## config.mk

```make
export PLATFORM = sky130hd
export DESIGN_NAME = card_detect_zv_select
export DESIGN_NICKNAME = d
export VERILOG_FILES = /design/src/hdl/card_socket_pkg.sv /design/src/hdl/card_detect_zv_select.sv /design/src/hdl/card_interrogate.sv
export SDC_FILE = /design/constraint.sdc
export NUM_CORES = 1
export LEC_CHECK = 0
export BUFFER_PORTS_ARGS = -buffer_cell sky130_fd_sc_hd__buf_2
export CAP_MARGIN = 20
export CORE_MARGIN = 2
export CORE_UTILIZATION = 55
export DETAILED_ROUTE_END_ITERATION = 10
export PLACE_DENSITY = 0.8
export RECOVER_POWER = 25
export SETUP_SLACK_MARGIN = 0.3
export SLEW_MARGIN = 20
export SYNTH_ARGS = -nofsm -noshare
export SYNTH_HDL_FRONTEND = slang
export SYNTH_HIERARCHICAL = 1
export SYNTH_SLANG_ARGS = --single-unit
```

## constraint.sdc

```tcl
create_clock -name clock -period 2.5 [get_ports clock]
set_input_delay 0.125 -clock clock [delete_from_list [all_inputs] [get_ports clock]]
set_output_delay 0.125 -clock clock [all_outputs]
set_load 0.02 [all_outputs]
```

## src/hdl/card_socket_pkg.sv

```systemverilog
// shared constants, types and register layout for the card socket logic
package card_socket_pkg;

	// configuration space layout
	localparam logic [7:0] SYS_CTRL_OFS = 8'h80;
	localparam logic [7:0] CARD_CTRL_OFS = 8'h91;
	localparam int SYS_CLK_SRC_BIT = 27;
	localparam int VIDEO_ENABLE_BIT = 6;
	localparam int VIDEO_PRIO_BIT = 5;
	localparam logic [31:0] SYS_CTRL_RST = 32'h00000000;
	localparam logic [7:0] CARD_CTRL_RST = 8'h00;

	// timing
	localparam int CLK_PERIOD_NS = 10;
	localparam int SETTLE_TIME_NS = 1000;
	localparam int SETTLE_CYCLES =
		(SETTLE_TIME_NS + CLK_PERIOD_NS - 1) / CLK_PERIOD_NS;
	localparam int SER_HALF_PERIOD_NS = 500;
	localparam int SER_DIV_HALF = SER_HALF_PERIOD_NS / CLK_PERIOD_NS;

	// sizes
	localparam int NUM_SOCKETS = 2;
	localparam int ADDR_W = 26;
	localparam int VIDEO_LOW_ADDR = 4;
	localparam int PS_WORD_W = 8;

	// supply codes sent to the power switch
	localparam logic [1:0] VCC_OFF = 2'h0;
	localparam logic [1:0] VCC_5V = 2'h1;
	localparam logic [1:0] VCC_3V3 = 2'h2;
	localparam logic [1:0] VCC_XV = 2'h3;
	localparam logic [1:0] VPP_OFF = 2'h0;

	typedef struct packed {
		logic cardDetectOne;
		logic cardDetectTwo;
		logic voltageSenseOne;
		logic voltageSenseTwo;
	} card_pins_t;

	typedef struct packed {
		logic valid;
		logic cardBus;
		logic v5;
		logic v33;
		logic vX;
		logic vY;
	} card_info_t;

	typedef enum logic [2:0] {
		IQ_IDLE,
		IQ_BASE,
		IQ_SENSE1,
		IQ_SENSE2,
		IQ_DONE
	} iq_state_t;

	typedef enum logic [1:0] {
		SH_IDLE,
		SH_SHIFT,
		SH_LATCH
	} sh_state_t;

endpackage

```

## src/hdl/card_detect_zv_select.sv

```systemverilog
// socket-side logic: card recognition, power switch link, zoomed video
`timescale 1ns/1ps
// Functional notes
// - interrogate pins on insertion into unpowered socket
// - both grounded 5V key: 5, 3.3, X.X
// - sense two grounded, one open: X.X only
// - detect two tied sense one: 3.3/X/Y
// - detect one tied sense two: X and Y
// - tie, sense two open: Y.Y only
// - power switch via clock, data, latch
// - serial clock pin input after reset
// - clock source bit drives clock out
// - video enable floats address lines 25..4
// - address lines 3..0 stay operational
// - two select outputs, one status output
// - select low while socket is source
// - both enabled, priority clear: socket 0
// - both enabled, priority set: socket 1
// - status high when any socket enabled
module card_detect_zv_select
	import card_socket_pkg::*;
#(
	parameter int SETTLE = card_socket_pkg::SETTLE_CYCLES,
	parameter int SER_DIV = card_socket_pkg::SER_DIV_HALF,
	parameter int WORD_W = card_socket_pkg::PS_WORD_W
) (
	// clock and reset
	input wire logic clock,
	input wire logic rstn,
	// configuration access
	input wire logic cfgFunc,
	input wire logic [7:0] cfgAddr,
	input wire logic cfgWr,
	input wire logic cfgRd,
	input wire logic [3:0] cfgByteEn,
	input wire logic [31:0] cfgWdata,
	output logic [31:0] cfgRdata,
	output logic cfgAck,
	// socket detect and sense pins
	input wire card_socket_pkg::card_pins_t [NUM_SOCKETS-1:0] cardPins,
	input wire logic [NUM_SOCKETS-1:0] socketPowered,
	output logic [NUM_SOCKETS-1:0][1:0] vsOut,
	output logic [NUM_SOCKETS-1:0][1:0] vsOeN,
	output card_socket_pkg::card_info_t [NUM_SOCKETS-1:0] cardInfo,
	output logic [NUM_SOCKETS-1:0] infoDone,
	// card address line enables
	input wire logic [NUM_SOCKETS-1:0][ADDR_W-1:0] addrOeReqN,
	output logic [NUM_SOCKETS-1:0][ADDR_W-1:0] cardAddrOeN,
	// power switch serial interface
	input wire logic serClkIn,
	output logic serClkOut,
	output logic serClkOeN,
	output logic serData,
	output logic serLatch,
	// zoomed video selects
	output logic videoSource0SelectN,
	output logic videoSource1SelectN,
	output logic videoActiveStatus
);
	import card_socket_pkg::*;

	localparam int CC_LANE = int'(CARD_CTRL_OFS[1:0]);
	localparam logic [ADDR_W-1:0] ADDR_FLOAT_MASK =
		{ADDR_W{1'b1}} << VIDEO_LOW_ADDR;

	logic [31:0] sysCtrl_q;
	logic [NUM_SOCKETS-1:0][7:0] cardCtrl_q;
	logic sysHit, cardHit;
	logic [NUM_SOCKETS-1:0] videoEn;
	logic videoPrio;
	logic clkSrcSel;

	// --- configuration registers ---

	assign sysHit = (cfgAddr[7:2] == SYS_CTRL_OFS[7:2]);
	assign cardHit = (cfgAddr[7:2] == CARD_CTRL_OFS[7:2]);

	// system control is shared by both functions
	always_ff @(posedge clock or negedge rstn) begin
		if (!rstn) begin
			sysCtrl_q <= SYS_CTRL_RST;
		end else if (cfgWr && sysHit) begin
			for (int b = 0; b < 4; b++) begin
				if (cfgByteEn[b]) sysCtrl_q[8*b +: 8] <= cfgWdata[8*b +: 8];
			end
		end
	end

	// card control: one byte per socket function
	always_ff @(posedge clock or negedge rstn) begin
		if (!rstn) begin
			cardCtrl_q <= {NUM_SOCKETS{CARD_CTRL_RST}};
		end else if (cfgWr && cardHit && cfgByteEn[CC_LANE]) begin
			cardCtrl_q[cfgFunc] <= cfgWdata[8*CC_LANE +: 8];
		end
	end

	// reads answer one cycle later; unmapped dwords read zero
	always_ff @(posedge clock or negedge rstn) begin
		if (!rstn) begin
			cfgRdata <= 32'h00000000;
			cfgAck <= 1'b0;
		end else begin
			cfgAck <= cfgRd || cfgWr;
			if (cfgRd) begin
				if (sysHit) begin
					cfgRdata <= sysCtrl_q;
				end else if (cardHit) begin
					cfgRdata <= 32'(cardCtrl_q[cfgFunc]) << (8 * CC_LANE);
				end else begin
					cfgRdata <= 32'h00000000;
				end
			end
		end
	end

	// --- card recognition, one engine per socket ---

	for (genvar s = 0; s < NUM_SOCKETS; s++) begin : g_sock
		card_interrogate #(
			.SETTLE(SETTLE)
		) u_iq (
			.clock(clock),
			.rstn(rstn),
			.pins(cardPins[s]),
			.socketPowered(socketPowered[s]),
			.vsOeN(vsOeN[s]),
			.info(cardInfo[s]),
			.infoDone(infoDone[s])
		);
		// sense pins are only ever pulled low
		assign vsOut[s] = 2'b00;
		assign videoEn[s] = cardCtrl_q[s][VIDEO_ENABLE_BIT];

		always_ff @(posedge clock or negedge rstn) begin
			if (!rstn) begin
				cardAddrOeN[s] <= '1;
			end else begin
				cardAddrOeN[s] <= addrOeReqN[s] |
					(ADDR_FLOAT_MASK & {ADDR_W{videoEn[s]}});
			end
		end
	end

	// --- power switch serial interface ---

	// pick the lowest-risk supply the card reports
	function automatic logic [1:0] vccFor(card_info_t i);
		logic [1:0] v;
		v = VCC_OFF;
		if (!i.valid) v = VCC_OFF;
		else if (i.v33) v = VCC_3V3;
		else if (i.v5) v = VCC_5V;
		else if (i.vX) v = VCC_XV;
		return v;
	endfunction

	logic [WORD_W-1:0] cmdWord;
	logic [WORD_W-1:0] sentWord_q, shWord_q;
	logic [7:0] bitCnt_q;
	sh_state_t sh_q;
	logic [15:0] divCnt_q;
	logic clkOut_q, extPrev_q;
	logic tick;

	assign cmdWord = WORD_W'({vccFor(cardInfo[1]), VPP_OFF,
		vccFor(cardInfo[0]), VPP_OFF});
	assign clkSrcSel = sysCtrl_q[SYS_CLK_SRC_BIT];

	always_ff @(posedge clock or negedge rstn) begin
		if (!rstn) begin
			divCnt_q <= 16'h0000;
			clkOut_q <= 1'b0;
		end else if (!clkSrcSel) begin
			divCnt_q <= 16'h0000;
			clkOut_q <= 1'b0;
		end else if (divCnt_q == 16'(SER_DIV - 1)) begin
			divCnt_q <= 16'h0000;
			clkOut_q <= !clkOut_q;
		end else begin
			divCnt_q <= divCnt_q + 16'h0001;
		end
	end

	always_ff @(posedge clock or negedge rstn) begin
		if (!rstn) extPrev_q <= 1'b0;
		else extPrev_q <= serClkIn;
	end

	assign tick = clkSrcSel ?
		(clkOut_q && divCnt_q == 16'(SER_DIV - 1)) :
		(extPrev_q && !serClkIn);
	// gated so the pin never shows a stale high once it turns input
	assign serClkOut = clkOut_q && clkSrcSel;
	assign serClkOeN = !clkSrcSel;

	// data changes on falling clock so the switch samples it stable
	// shift then latch
	always_ff @(posedge clock or negedge rstn) begin
		if (!rstn) begin
			sh_q <= SH_IDLE;
			sentWord_q <= '0;
			shWord_q <= '0;
			bitCnt_q <= 8'h00;
			serLatch <= 1'b0;
		end else if (tick) begin
			case (sh_q)
				SH_IDLE: begin
					if (cmdWord != sentWord_q) begin
						sentWord_q <= cmdWord;
						shWord_q <= cmdWord;
						bitCnt_q <= 8'h00;
						sh_q <= SH_SHIFT;
					end
				end
				SH_SHIFT: begin
					if (bitCnt_q == 8'(WORD_W - 1)) begin
						serLatch <= 1'b1;
						sh_q <= SH_LATCH;
					end else begin
						bitCnt_q <= bitCnt_q + 8'h01;
						shWord_q <= {shWord_q[WORD_W-2:0], 1'b0};
					end
				end
				SH_LATCH: begin
					serLatch <= 1'b0;
					sh_q <= SH_IDLE;
				end
				default: sh_q <= SH_IDLE;
			endcase
		end
	end

	assign serData = shWord_q[WORD_W-1];

	// --- zoomed video source selection ---

	// priority is taken from socket 0's function
	assign videoPrio = cardCtrl_q[0][VIDEO_PRIO_BIT];

	always_ff @(posedge clock or negedge rstn) begin
		if (!rstn) begin
			videoSource0SelectN <= 1'b1;
			videoSource1SelectN <= 1'b1;
			videoActiveStatus <= 1'b0;
		end else begin
			videoSource0SelectN <=
				!(videoEn[0] && (!videoEn[1] || !videoPrio));
			videoSource1SelectN <=
				!(videoEn[1] && (!videoEn[0] || videoPrio));
			videoActiveStatus <= |videoEn;
		end
	end

endmodule // card_detect_zv_select

```

## src/hdl/card_interrogate.sv

```systemverilog
// per-socket card detect and voltage sense interrogation
`timescale 1ns/1ps
module card_interrogate #(
	parameter int SETTLE = card_socket_pkg::SETTLE_CYCLES
) (
	// clock and reset
	input wire logic clock,
	input wire logic rstn,
	// socket pins
	input wire card_socket_pkg::card_pins_t pins,
	input wire logic socketPowered,
	output logic [1:0] vsOeN,
	// result
	output card_socket_pkg::card_info_t info,
	output logic infoDone
);
	import card_socket_pkg::*;

	iq_state_t state_q;
	logic [15:0] settle_q;
	card_pins_t base_q;
	logic tie11_q, tie21_q;
	logic settled;

	function automatic card_info_t classify(card_pins_t b, logic t11,
		logic t21, logic t12, logic t22);
		card_info_t r;
		r = '0;
		if (!b.cardDetectOne && !b.cardDetectTwo) begin
			r.valid = 1'b1;
			case ({!b.voltageSenseTwo, !b.voltageSenseOne})
				2'b11: {r.v5, r.v33, r.vX} = 3'b111;
				2'b10: r.vX = 1'b1;
				2'b01: {r.v5, r.v33} = 2'b11;
				default: r.v5 = 1'b1;
			endcase
		end else if (!b.cardDetectTwo && t11) begin
			r.valid = b.voltageSenseTwo;
			r.cardBus = 1'b1;
			r.v33 = b.voltageSenseTwo;
		end else if (!b.cardDetectTwo && t12) begin
			r.valid = b.voltageSenseOne;
			r.cardBus = 1'b1;
			{r.vX, r.vY} = {2{b.voltageSenseOne}};
		end else if (!b.cardDetectOne && t22) begin
			r.valid = 1'b1;
			r.cardBus = 1'b1;
			r.v33 = !b.voltageSenseOne;
			r.vX = 1'b1;
		end else if (!b.cardDetectOne && t21) begin
			r.valid = 1'b1;
			r.cardBus = 1'b1;
			{r.v33, r.vX} = {2{!b.voltageSenseTwo}};
			r.vY = 1'b1;
		end
		return r;
	endfunction

	assign settled = (settle_q == 16'(SETTLE - 1));

	always_ff @(posedge clock or negedge rstn) begin
		if (!rstn) begin
			state_q <= IQ_IDLE;
			settle_q <= 16'h0000;
		end else begin
			settle_q <= settled ? 16'h0000 : settle_q + 16'h0001;
			case (state_q)
				IQ_IDLE: begin
					settle_q <= 16'h0000;
					if ((!pins.cardDetectOne || !pins.cardDetectTwo) &&
						!socketPowered) begin
						state_q <= IQ_BASE;
					end
				end
				IQ_BASE: if (settled) state_q <= IQ_SENSE1;
				IQ_SENSE1: if (settled) state_q <= IQ_SENSE2;
				IQ_SENSE2: if (settled) state_q <= IQ_DONE;
				IQ_DONE: begin
					settle_q <= 16'h0000;
					if (pins.cardDetectOne && pins.cardDetectTwo) begin
						state_q <= IQ_IDLE;
					end
				end
				default: state_q <= IQ_IDLE;
			endcase
		end
	end

	// drive a sense pin low to find which detect pin follows it
	assign vsOeN = {state_q != IQ_SENSE2, state_q != IQ_SENSE1};

	always_ff @(posedge clock or negedge rstn) begin
		if (!rstn) begin
			base_q <= '1;
			tie11_q <= 1'b0;
			tie21_q <= 1'b0;
		end else if (settled) begin
			if (state_q == IQ_BASE) base_q <= pins;
			if (state_q == IQ_SENSE1) begin
				tie11_q <= base_q.cardDetectOne && !pins.cardDetectOne;
				tie21_q <= base_q.cardDetectTwo && !pins.cardDetectTwo;
			end
		end
	end

	always_ff @(posedge clock or negedge rstn) begin
		if (!rstn) begin
			info <= '0;
			infoDone <= 1'b0;
		end else begin
			infoDone <= 1'b0;
			if (state_q == IQ_SENSE2 && settled) begin
				info <= classify(base_q, tie11_q, tie21_q,
					base_q.cardDetectOne && !pins.cardDetectOne,
					base_q.cardDetectTwo && !pins.cardDetectTwo);
				infoDone <= 1'b1;
			end else if (state_q == IQ_IDLE) begin
				info <= '0;
			end
		end
	end

endmodule // card_interrogate

```

==> results of run 1 <==
[worst max path at each step]
stage                                from                   endpoint  depth (start not counted)
floorplan           divCnt_q[1]$_DFF_PN0_  sentWord_q[6]$_DFFE_PN0P_                          7
global placement    divCnt_q[1]$_DFF_PN0_  sentWord_q[6]$_DFFE_PN0P_                          7
detailed placement  divCnt_q[1]$_DFF_PN0_  sentWord_q[6]$_DFFE_PN0P_                          7
CTS                 divCnt_q[1]$_DFF_PN0_    bitCnt_q[5]$_DFFE_PN0P_                          7
global route                        cfgRd   cfgRdata[23]$_DFFE_PN0P_                          2
finish                              cfgRd   cfgRdata[23]$_DFFE_PN0P_                          2
[power groups by stage]
stage	combinational, uW	sequential (uW)	clock, uW
3_5_place_dp	1430	4670	0
2_1_floorplan	958	4640	0
3_3_place_gp	1380	4650	0
5_1_grt	1730	4670	4360
6_report	1550	4620	4130
4_1_cts	1550	4610	4210
[layout by cell type, fill, tap and decap left out, drive strengths merged, types with 6 or more instances in the layout]
cell type,n
a211oi,8
dfstp,62
nor4,14
mux2,60
a21oi,32
a41oi,8
nand2,38
nor4b,6
nand3,57
buf,231
nor2,89
mux2i,12
inv,52
clkbuf,43
nor2b,11
or2,54
xor2,17
nand2b,6
o21ai,64
dlygate4sd3,96
nor3,16
dfrtp,177
xnor2,22
or3,12
and2,6
a31oi,9
nand4,16
[sequential cells by signal, summed over array words and instances (netlist names), 2 cells and up]
signal / count
cardCtrl_q: 16
g_sock.u_iq/settle_q: 32
shWord_q: 6
g_sock.u_iq/tie21_q: 2
bitCnt_q: 8
cardAddrOeN: 52
g_sock.u_iq/info: 12
sentWord_q: 4
sysCtrl_q: 32
cfgRdata: 32
g_sock.u_iq/infoDone: 2
g_sock.u_iq/tie11_q: 2
divCnt_q: 16
g_sock.u_iq/base_q: 8
g_sock.u_iq/state_q: 6
sh_q: 2
[area by class of cell]
class | count | area share, %
Antenna cell | 1 | 0.01791
Clock buffer | 38 | 5.419
Clock inverter | 10 | 1.254
Inverter | 52 | 1.397
Multi-Input combinational cell | 631 | 30.42
Sequential cell | 239 | 43.37
Tap cell | 265 | 2.374
Timing Repair Buffer | 332 | 15.75
[through the flow]
step / instances / hold WS (ns) / setup WS, ns / total power [uW] / instance area [um2]
detailed placement: 1420 / 0.1670 / 0.2920 / 6094 / 12050
global route: 1568 / 0.09196 / 0.2066 / 10750 / 13970
global placement: 1420 / 0.1684 / 0.3316 / 6029 / 12050
floorplan: 965 / -0.1706 / 0.5439 / 5597 / 10720
CTS: 1564 / 0.01993 / 0.3181 / 10360 / 13940
finish: 1568 / 0.04071 / 0.4200 / 10310 / 13970
[cell families (layout without fill, tap and decap cells)]
| group | Yosys count | after routing | share of synthesized area, % |
|---|---|---|---|
| AND/OR/NAND/NOR | 349 | 349 | 18.11 |
| flip-flops | 239 | 239 | 56.56 |
| AO/OA/AOI/OAI | 162 | 162 | 9.847 |
| buffers and inverters | 95 | 432 | 4.077 |
| multiplexers | 72 | 72 | 7.604 |
| XOR/XNOR | 39 | 39 | 3.189 |
| adder cells (fa/ha/maj) | 5 | 5 | 0.5840 |
| other | 1 | 5 | 0.03501 |
[layer usage]
metal  vias up  track usage (%)  share of wire (%)
li1       3988                -                  -
met2       239            43.61                 50
met1      4137            31.99                 41
met5         -                0                  0
met4         0            9.959                3.4
met3        76            4.332                5.1
[tightest hold or removal path: stages]
cell and delay [ns]:
sky130_fd_sc_hd__buf_2 0.10, sky130_fd_sc_hd__nand2_1 0.06, sky130_fd_sc_hd__nor2_2 0.07, sky130_fd_sc_hd__nand3_1 0.08, sky130_fd_sc_hd__o21ai_0 0.07
[repair_timing]
item,CTS,global route
hold endpoints to repair,180,0
hold buffers,96,0
endpoints found under the setup margin,1,14
resized for setup,0,4
buffers inserted,0,3
pin swaps,1,2
==> impl_metrics.xml, run 1 <==
<?xml version="1.0" encoding="UTF-8"?>
<metrics>
  <group name="outcome">
    <metric name="status" unit="">finished with violations</metric>
    <metric name="failed_checks" unit="">capacitance limit, slew limit</metric>
  </group>
  <group name="global_route">
    <metric name="grt_max_degree" unit="">86</metric>
    <metric name="grt_antenna_before_repair" unit="">1</metric>
    <metric name="grt_overflow_total" unit="">0</metric>
    <metric name="first_pass_grt_wire_length" unit="mm">41.76</metric>
    <metric name="vias_in_the_first_global_route" unit="">8437</metric>
    <metric name="grt_use_total" unit="%">25.33</metric>
  </group>
  <group name="routing">
    <metric name="via_count" unit="">8440</metric>
    <metric name="drt-vias-per-instance" unit="">5.383</metric>
    <metric name="initialDrtViolationCount" unit="">485</metric>
    <metric name="detail_route.wl_per_cell" unit="um">16.66</metric>
    <metric name="detail_route.wirelength" unit="mm">26.12</metric>
    <metric name="route.antenna.remaining_nets" unit="">0</metric>
    <metric name="post-route-drc-count" unit="">0</metric>
    <metric name="number_of_iterations_in_the_first_detailed_routing_pass" unit="">5</metric>
  </group>
  <group name="critical_path">
    <metric name="critical-path-max-stage-delay" unit="ns">1.75</metric>
    <metric name="reg2reg_slack" unit="ns">0.43</metric>
    <metric name="endpoint_of_the_worst_register_to_register_path" unit="">serLatch$_DFFE_PN0P_</metric>
    <metric name="critical_path.slowest_cell" unit="">sky130_fd_sc_hd__clkbuf_1</metric>
    <metric name="worst_path_dominant_cell_family" unit="">buffers and inverters</metric>
    <metric name="critical_path.n_buffers_inverters" unit="">1</metric>
    <metric name="timing.critical_path.fanout_max" unit="">65</metric>
    <metric name="worst_ep_required_time" unit="ns">2.76</metric>
    <metric name="crit_chain" unit="">clkbuf_1, o21ai_0</metric>
    <metric name="path_class" unit="">in2reg</metric>
    <metric name="sort_of_element_at_the_end_of_the_critical_path" unit="">register</metric>
    <metric name="cp_arrival" unit="ns">2.34</metric>
    <metric name="rr_worst_depth" unit="">7</metric>
    <metric name="timing.rr.start" unit="">divCnt_q[1]$_DFF_PN0_</metric>
    <metric name="critPathLaunchType" unit="">input pin</metric>
  </group>
  <group name="synth">
    <metric name="syn_area" unit="um2">10710</metric>
    <metric name="synthArstFlopShare" unit="%">100.0</metric>
    <metric name="synth.cells.most_frequent" unit="">sky130_fd_sc_hd__dfrtp_1, sky130_fd_sc_hd__nor2_1, sky130_fd_sc_hd__dfstp_2</metric>
    <metric name="synth.distinct_cells" unit="">80</metric>
    <metric name="postSynth.topFlopCell" unit="">sky130_fd_sc_hd__dfrtp_1</metric>
    <metric name="synth_edf_count" unit="">0</metric>
    <metric name="yosysWarningCount" unit="">6</metric>
    <metric name="ys_ff_latch" unit="">239</metric>
    <metric name="syn_inst" unit="">962</metric>
    <metric name="post_synth.cell_area_avg" unit="um2">11.13</metric>
    <metric name="netlist.area_leader.share" unit="%">41.35</metric>
    <metric name="yosys.area.top_type" unit="">sky130_fd_sc_hd__dfrtp_1</metric>
    <metric name="synth-seq-area-share" unit="%">56.56</metric>
    <metric name="post-synth-top-count-cell" unit="">sky130_fd_sc_hd__dfrtp_1</metric>
    <metric name="synthTopCellsByArea" unit="">sky130_fd_sc_hd__dfrtp_1, sky130_fd_sc_hd__dfstp_2, sky130_fd_sc_hd__mux2_2</metric>
  </group>
  <group name="layout">
    <metric name="register_area" unit="um2">6058</metric>
    <metric name="finalCoreUtilization" unit="%">72.48</metric>
    <metric name="finalNetCount" unit="">1399</metric>
    <metric name="final.fill_count" unit="">1361</metric>
    <metric name="final_layout_size_suffix_gt1_share" unit="%">37.40</metric>
    <metric name="area.growth.synth_to_final" unit="%">30.41</metric>
    <metric name="multi_input_comb_area" unit="um2">4249</metric>
  </group>
  <group name="timing">
    <metric name="timing_worst_slew_pin_value" unit="ns">2.515</metric>
    <metric name="rsz_0062_raised_after_global_routing" unit="">true</metric>
    <metric name="max_freq" unit="GHz">0.4808</metric>
    <metric name="min_period" unit="ns">2.080</metric>
    <metric name="final_report_max_slew_violation_count" unit="">66</metric>
    <metric name="period_share" unit="%">83.20</metric>
    <metric name="final.setup.tns" unit="ns">0</metric>
    <metric name="total_of_endpoints_with_negative_setup_slack_in_the_final_report" unit="">0</metric>
    <metric name="slew_hr" unit="%">-67.69</metric>
    <metric name="timing.final.hold_violations" unit="">0</metric>
    <metric name="finClkSkew" unit="ns">0.008732</metric>
  </group>
  <group name="floorplan">
    <metric name="fp.dieW" unit="um">143.6</metric>
    <metric name="die_height" unit="um">143.6</metric>
    <metric name="top_level_ports" unit="">226</metric>
    <metric name="die_area" unit="um2">20610</metric>
    <metric name="placementRows" unit="">51</metric>
    <metric name="core-area" unit="um2">19270</metric>
    <metric name="initial_core_utilization" unit="%">55.58</metric>
  </group>
  <group name="cts">
    <metric name="worstSkewPairLatency" unit="ns">0.52</metric>
    <metric name="cts_made_buffers" unit="">26</metric>
    <metric name="worst_setup_hold_path_clk_slew" unit="ns">0.06</metric>
    <metric name="cts-root-to-sink-buffers" unit="">3</metric>
    <metric name="cts.root.buffer_cell" unit="">sky130_fd_sc_hd__clkbuf_16</metric>
    <metric name="cts_sinks" unit="">239</metric>
    <metric name="cts.htree.levels" unit="">1</metric>
    <metric name="cts_tree" unit="">done</metric>
  </group>
  <group name="power_and_ir_drop">
    <metric name="power.ir.vdd_worst" unit="mV">0.6097</metric>
    <metric name="p_leak" unit="uW">0.006359</metric>
    <metric name="power.sequential.fraction" unit="%">44.8</metric>
    <metric name="p_int" unit="uW">7601</metric>
    <metric name="power.switching" unit="uW">2705</metric>
    <metric name="proportion_of_power_drawn_by_combinational_gates" unit="%">15.1</metric>
    <metric name="pwr_density_cell" unit="nW/um2">737.8</metric>
    <metric name="pwr-share-clk" unit="%">40.1</metric>
    <metric name="sw_frac_of_total" unit="%">26.25</metric>
  </group>
  <group name="placed_design">
    <metric name="io_buffer_count" unit="">219</metric>
    <metric name="dp.final_hpwl" unit="mm">16.38</metric>
    <metric name="place.gp.congestion" unit="">0.9244</metric>
  </group>
  <group name="worst_hold_path">
    <metric name="holdPathEnd" unit="">cfgRdata[1]$_DFFE_PN0P_</metric>
    <metric name="hold_start" unit="">cfgAddr[7]</metric>
    <metric name="worstHoldPathCells" unit="">5</metric>
    <metric name="min_path_type" unit="">in2reg</metric>
  </group>
  <group name="flow_run">
    <metric name="maxCapViolCount" unit="">1</metric>
  </group>
</metrics>
(Power assumes the default switching activity.)
==> run 2, diff against run 1 <==
--- a/config.mk
+++ b/config.mk
@@ -8,9 +8,9 @@
 export BUFFER_PORTS_ARGS = -buffer_cell sky130_fd_sc_hd__buf_2
 export CAP_MARGIN = 20
 export CORE_MARGIN = 2
-export CORE_UTILIZATION = 55
+export CORE_UTILIZATION = 50
 export DETAILED_ROUTE_END_ITERATION = 10
-export PLACE_DENSITY = 0.8
+export PLACE_DENSITY = 0.77
 export RECOVER_POWER = 25
 export SETUP_SLACK_MARGIN = 0.3
 export SLEW_MARGIN = 20
==> constraint.sdc (replaced) <==
create_clock -name clock -period 1.8 [get_ports clock]
set_input_delay 0.09 -clock clock [delete_from_list [all_inputs] [get_ports clock]]
set_output_delay 0.09 -clock clock [all_outputs]
set_load 0.02 [all_outputs]
==> impl_metrics.xml, run 2 (synthesized netlist as in run 1, its figures left out) <==
<?xml version="1.0" encoding="UTF-8"?>
<metrics>
  <group name="outcome">
    <metric name="status" unit="">finished with violations</metric>
    <metric name="failed_checks" unit="">setup timing</metric>
  </group>
  <group name="power_and_ir_drop">
    <metric name="p_int" unit="uW">10660</metric>
    <metric name="p_leak" unit="uW">0.007193</metric>
    <metric name="power.ir.vdd_worst" unit="mV">0.8475</metric>
    <metric name="power.switching" unit="uW">4437</metric>
    <metric name="pwr_density_cell" unit="nW/um2">951.3</metric>
    <metric name="power.sequential.fraction" unit="%">41.8</metric>
    <metric name="proportion_of_power_drawn_by_combinational_gates" unit="%">23.2</metric>
    <metric name="sw_frac_of_total" unit="%">29.39</metric>
    <metric name="pwr-share-clk" unit="%">35.0</metric>
  </group>
  <group name="placed_design">
    <metric name="post-place-cells" unit="">1522</metric>
    <metric name="place.gp.congestion" unit="">0.8538</metric>
    <metric name="dp.final_hpwl" unit="mm">17.79</metric>
    <metric name="postPlaceCellArea" unit="um2">12900</metric>
    <metric name="io_buffer_count" unit="">219</metric>
  </group>
  <group name="critical_path">
    <metric name="cp_arrival" unit="ns">2.30</metric>
    <metric name="worst_ep_required_time" unit="ns">2.19</metric>
    <metric name="rr_worst_depth" unit="">7</metric>
    <metric name="sort_of_element_at_the_end_of_the_critical_path" unit="">register</metric>
    <metric name="path_class" unit="">reg2reg</metric>
    <metric name="critPathLaunchType" unit="">register</metric>
    <metric name="timing.critical_path.fanout_max" unit="">4</metric>
  </group>
  <group name="cts">
    <metric name="cts-root-to-sink-buffers" unit="">3</metric>
    <metric name="worst_setup_hold_path_clk_slew" unit="ns">0.06</metric>
    <metric name="cts.htree.levels" unit="">1</metric>
    <metric name="cts_sinks" unit="">239</metric>
    <metric name="cts_tree" unit="">done</metric>
    <metric name="cts_made_buffers" unit="">26</metric>
    <metric name="worstSkewPairLatency" unit="ns">0.53</metric>
    <metric name="cts.root.buffer_cell" unit="">sky130_fd_sc_hd__clkbuf_16</metric>
  </group>
  <group name="layout">
    <metric name="register_area" unit="um2">6066</metric>
    <metric name="final_layout_size_suffix_gt1_share" unit="%">50.56</metric>
    <metric name="multi_input_comb_area" unit="um2">5047</metric>
    <metric name="postLayoutCellArea" unit="um2">15870</metric>
    <metric name="final.fill_count" unit="">1275</metric>
    <metric name="finish.cell_count_without_fillers" unit="">1710</metric>
    <metric name="area.growth.synth_to_final" unit="%">48.17</metric>
    <metric name="most-common-layout-cells" unit="">sky130_fd_sc_hd__buf_2, sky130_fd_sc_hd__dfrtp_1, sky130_fd_sc_hd__buf_4, sky130_fd_sc_hd__dlygate4sd3_1, sky130_fd_sc_hd__dfstp_2</metric>
    <metric name="layout.cells.most_common" unit="">sky130_fd_sc_hd__buf_2</metric>
    <metric name="finalNetCount" unit="">1531</metric>
    <metric name="top_register" unit="">cardAddrOeN</metric>
    <metric name="largest_register_ffs" unit="">52</metric>
  </group>
  <group name="floorplan">
    <metric name="fp.dieW" unit="um">150.4</metric>
    <metric name="top_level_ports" unit="">226</metric>
    <metric name="core-area" unit="um2">21020</metric>
    <metric name="die_area" unit="um2">22610</metric>
    <metric name="placementRows" unit="">53</metric>
    <metric name="die_height" unit="um">150.4</metric>
    <metric name="initial_core_utilization" unit="%">50.96</metric>
  </group>
  <group name="global_route">
    <metric name="grt_max_degree" unit="">64</metric>
    <metric name="vias_in_the_first_global_route" unit="">9326</metric>
    <metric name="first_pass_grt_wire_length" unit="mm">46.67</metric>
    <metric name="grt_overflow_total" unit="">0</metric>
    <metric name="grt_antenna_before_repair" unit="">1</metric>
    <metric name="grt_use_total" unit="%">25.79</metric>
  </group>
  <group name="routing">
    <metric name="drt-vias-per-instance" unit="">5.399</metric>
    <metric name="detail_route.wl_per_cell" unit="um">18.10</metric>
    <metric name="route.antenna.remaining_nets" unit="">0</metric>
    <metric name="detail_route.wirelength" unit="mm">30.95</metric>
    <metric name="initialDrtViolationCount" unit="">532</metric>
    <metric name="number_of_iterations_in_the_first_detailed_routing_pass" unit="">5</metric>
    <metric name="via_count" unit="">9232</metric>
    <metric name="post-route-drc-count" unit="">0</metric>
  </group>
  <group name="timing">
    <metric name="timing.final.hold_violations" unit="">0</metric>
    <metric name="slew_hr" unit="%">9.078</metric>
    <metric name="min_period" unit="ns">1.919</metric>
    <metric name="rsz_0062_raised_after_global_routing" unit="">true</metric>
    <metric name="period_share" unit="%">106.6</metric>
    <metric name="timing_worst_slew_pin_value" unit="ns">1.364</metric>
    <metric name="holdWs" unit="ns">0.09891</metric>
    <metric name="final_report_max_slew_violation_count" unit="">0</metric>
    <metric name="finClkSkew" unit="ns">0.01181</metric>
    <metric name="timing.final.ws_setup" unit="ns">-0.1188</metric>
    <metric name="max_freq" unit="GHz">0.5211</metric>
    <metric name="total_of_endpoints_with_negative_setup_slack_in_the_final_report" unit="">21</metric>
  </group>
  <group name="flow_run">
    <metric name="maxCapViolCount" unit="">0</metric>
  </group>
  <group name="worst_hold_path">
    <metric name="worstHoldPathCells" unit="">4</metric>
    <metric name="min_path_type" unit="">in2reg</metric>
  </group>
</metrics>
==> run 2: cell type report <==
cell class / instances / area share [%]
Multi-Input combinational cell: 633 / 31.80
Inverter: 52 / 1.246
Antenna cell: 1 / 0.01577
Sequential cell: 239 / 38.22
Clock buffer: 37 / 4.549
Timing Repair Buffer: 462 / 21.22
Clock inverter: 11 / 0.7804
Tap cell: 275 / 2.168
==> run 2: per-layer routing <==
| metal | GRT usage (%) | vias to the layer above | share of wire [%] |
|---|---|---|---|
| li1 | - | 4269 | - |
| met2 | 44.98 | 314 | 51 |
| met4 | 8.066 | 0 | 2.4 |
| met5 | 0 | - | 0 |
| met1 | 32.79 | 4583 | 41 |
| met3 | 4.485 | 66 | 5.7 |
==> run 2: stage by stage <==
stage | util, % | power, uW | setup WS [ns] | TNS [ns]
detailed placement | 61.38 | 8854 | -0.2665 | -3.798
global placement | 61.38 | 8769 | -0.1523 | -1.337
CTS | 73.35 | 14650 | -0.1161 | -1.569
global route | 75.50 | 15740 | -0.2742 | -5.690
floorplan | - | 7821 | -0.06143 | -0.5497
finish | 75.50 | 15100 | -0.1188 | -1.443
==> run 2: critical path, cell delays in order (launching register included) <==
cell and delay (ns):
sky130_fd_sc_hd__dfrtp_1 0.41, sky130_fd_sc_hd__or3b_4 0.42, sky130_fd_sc_hd__a21o_1 0.19, sky130_fd_sc_hd__buf_4 0.14
sky130_fd_sc_hd__nor3_4 0.23, sky130_fd_sc_hd__buf_4 0.17, sky130_fd_sc_hd__buf_6 0.11, sky130_fd_sc_hd__a41oi_1 0.12
==> run 2: final timing paths <==
check	start	to	slack (ns)
max	sysCtrl_q[27]$_DFFE_PN0P_	bitCnt_q[5]$_DFFE_PN0P_	-0.12
min	cfgByteEn[1]	sysCtrl_q[12]$_DFFE_PN0P_	0.1
max reg2reg	sysCtrl_q[27]$_DFFE_PN0P_	bitCnt_q[5]$_DFFE_PN0P_	-0.12
min reg2reg	g_sock[0].u_iq/settle_q[0]$_DFF_PN0_	g_sock[0].u_iq/settle_q[0]$_DFF_PN0_	0.49
max in group asynchronous	rstn	cardAddrOeN[1]$_DFF_PN1_	0.22
min in group asynchronous	rstn	g_sock[0].u_iq/settle_q[4]$_DFF_PN0_	0.41
==> run 2: power by group through the flow <==
stage / Combinational (uW) / Clock (uW) / Sequential (uW)
floorplan: 1370 / 0 / 6450
global placement: 2460 / 0 / 6310
detailed placement: 2530 / 0 / 6320
CTS: 3030 / 5360 / 6260
global route: 3770 / 5610 / 6360
finish: 3500 / 5290 / 6310
==> run 2: timing repair <==
action                                 4_1_cts  5_1_grt
hold buffers                                98        0
buffers inserted                            25       11
gates resized for setup                    111       88
setup endpoints to repair                  106      107
gates cloned                                 5        0
endpoints found under the hold margin      312        0
pin swaps                                   47       43
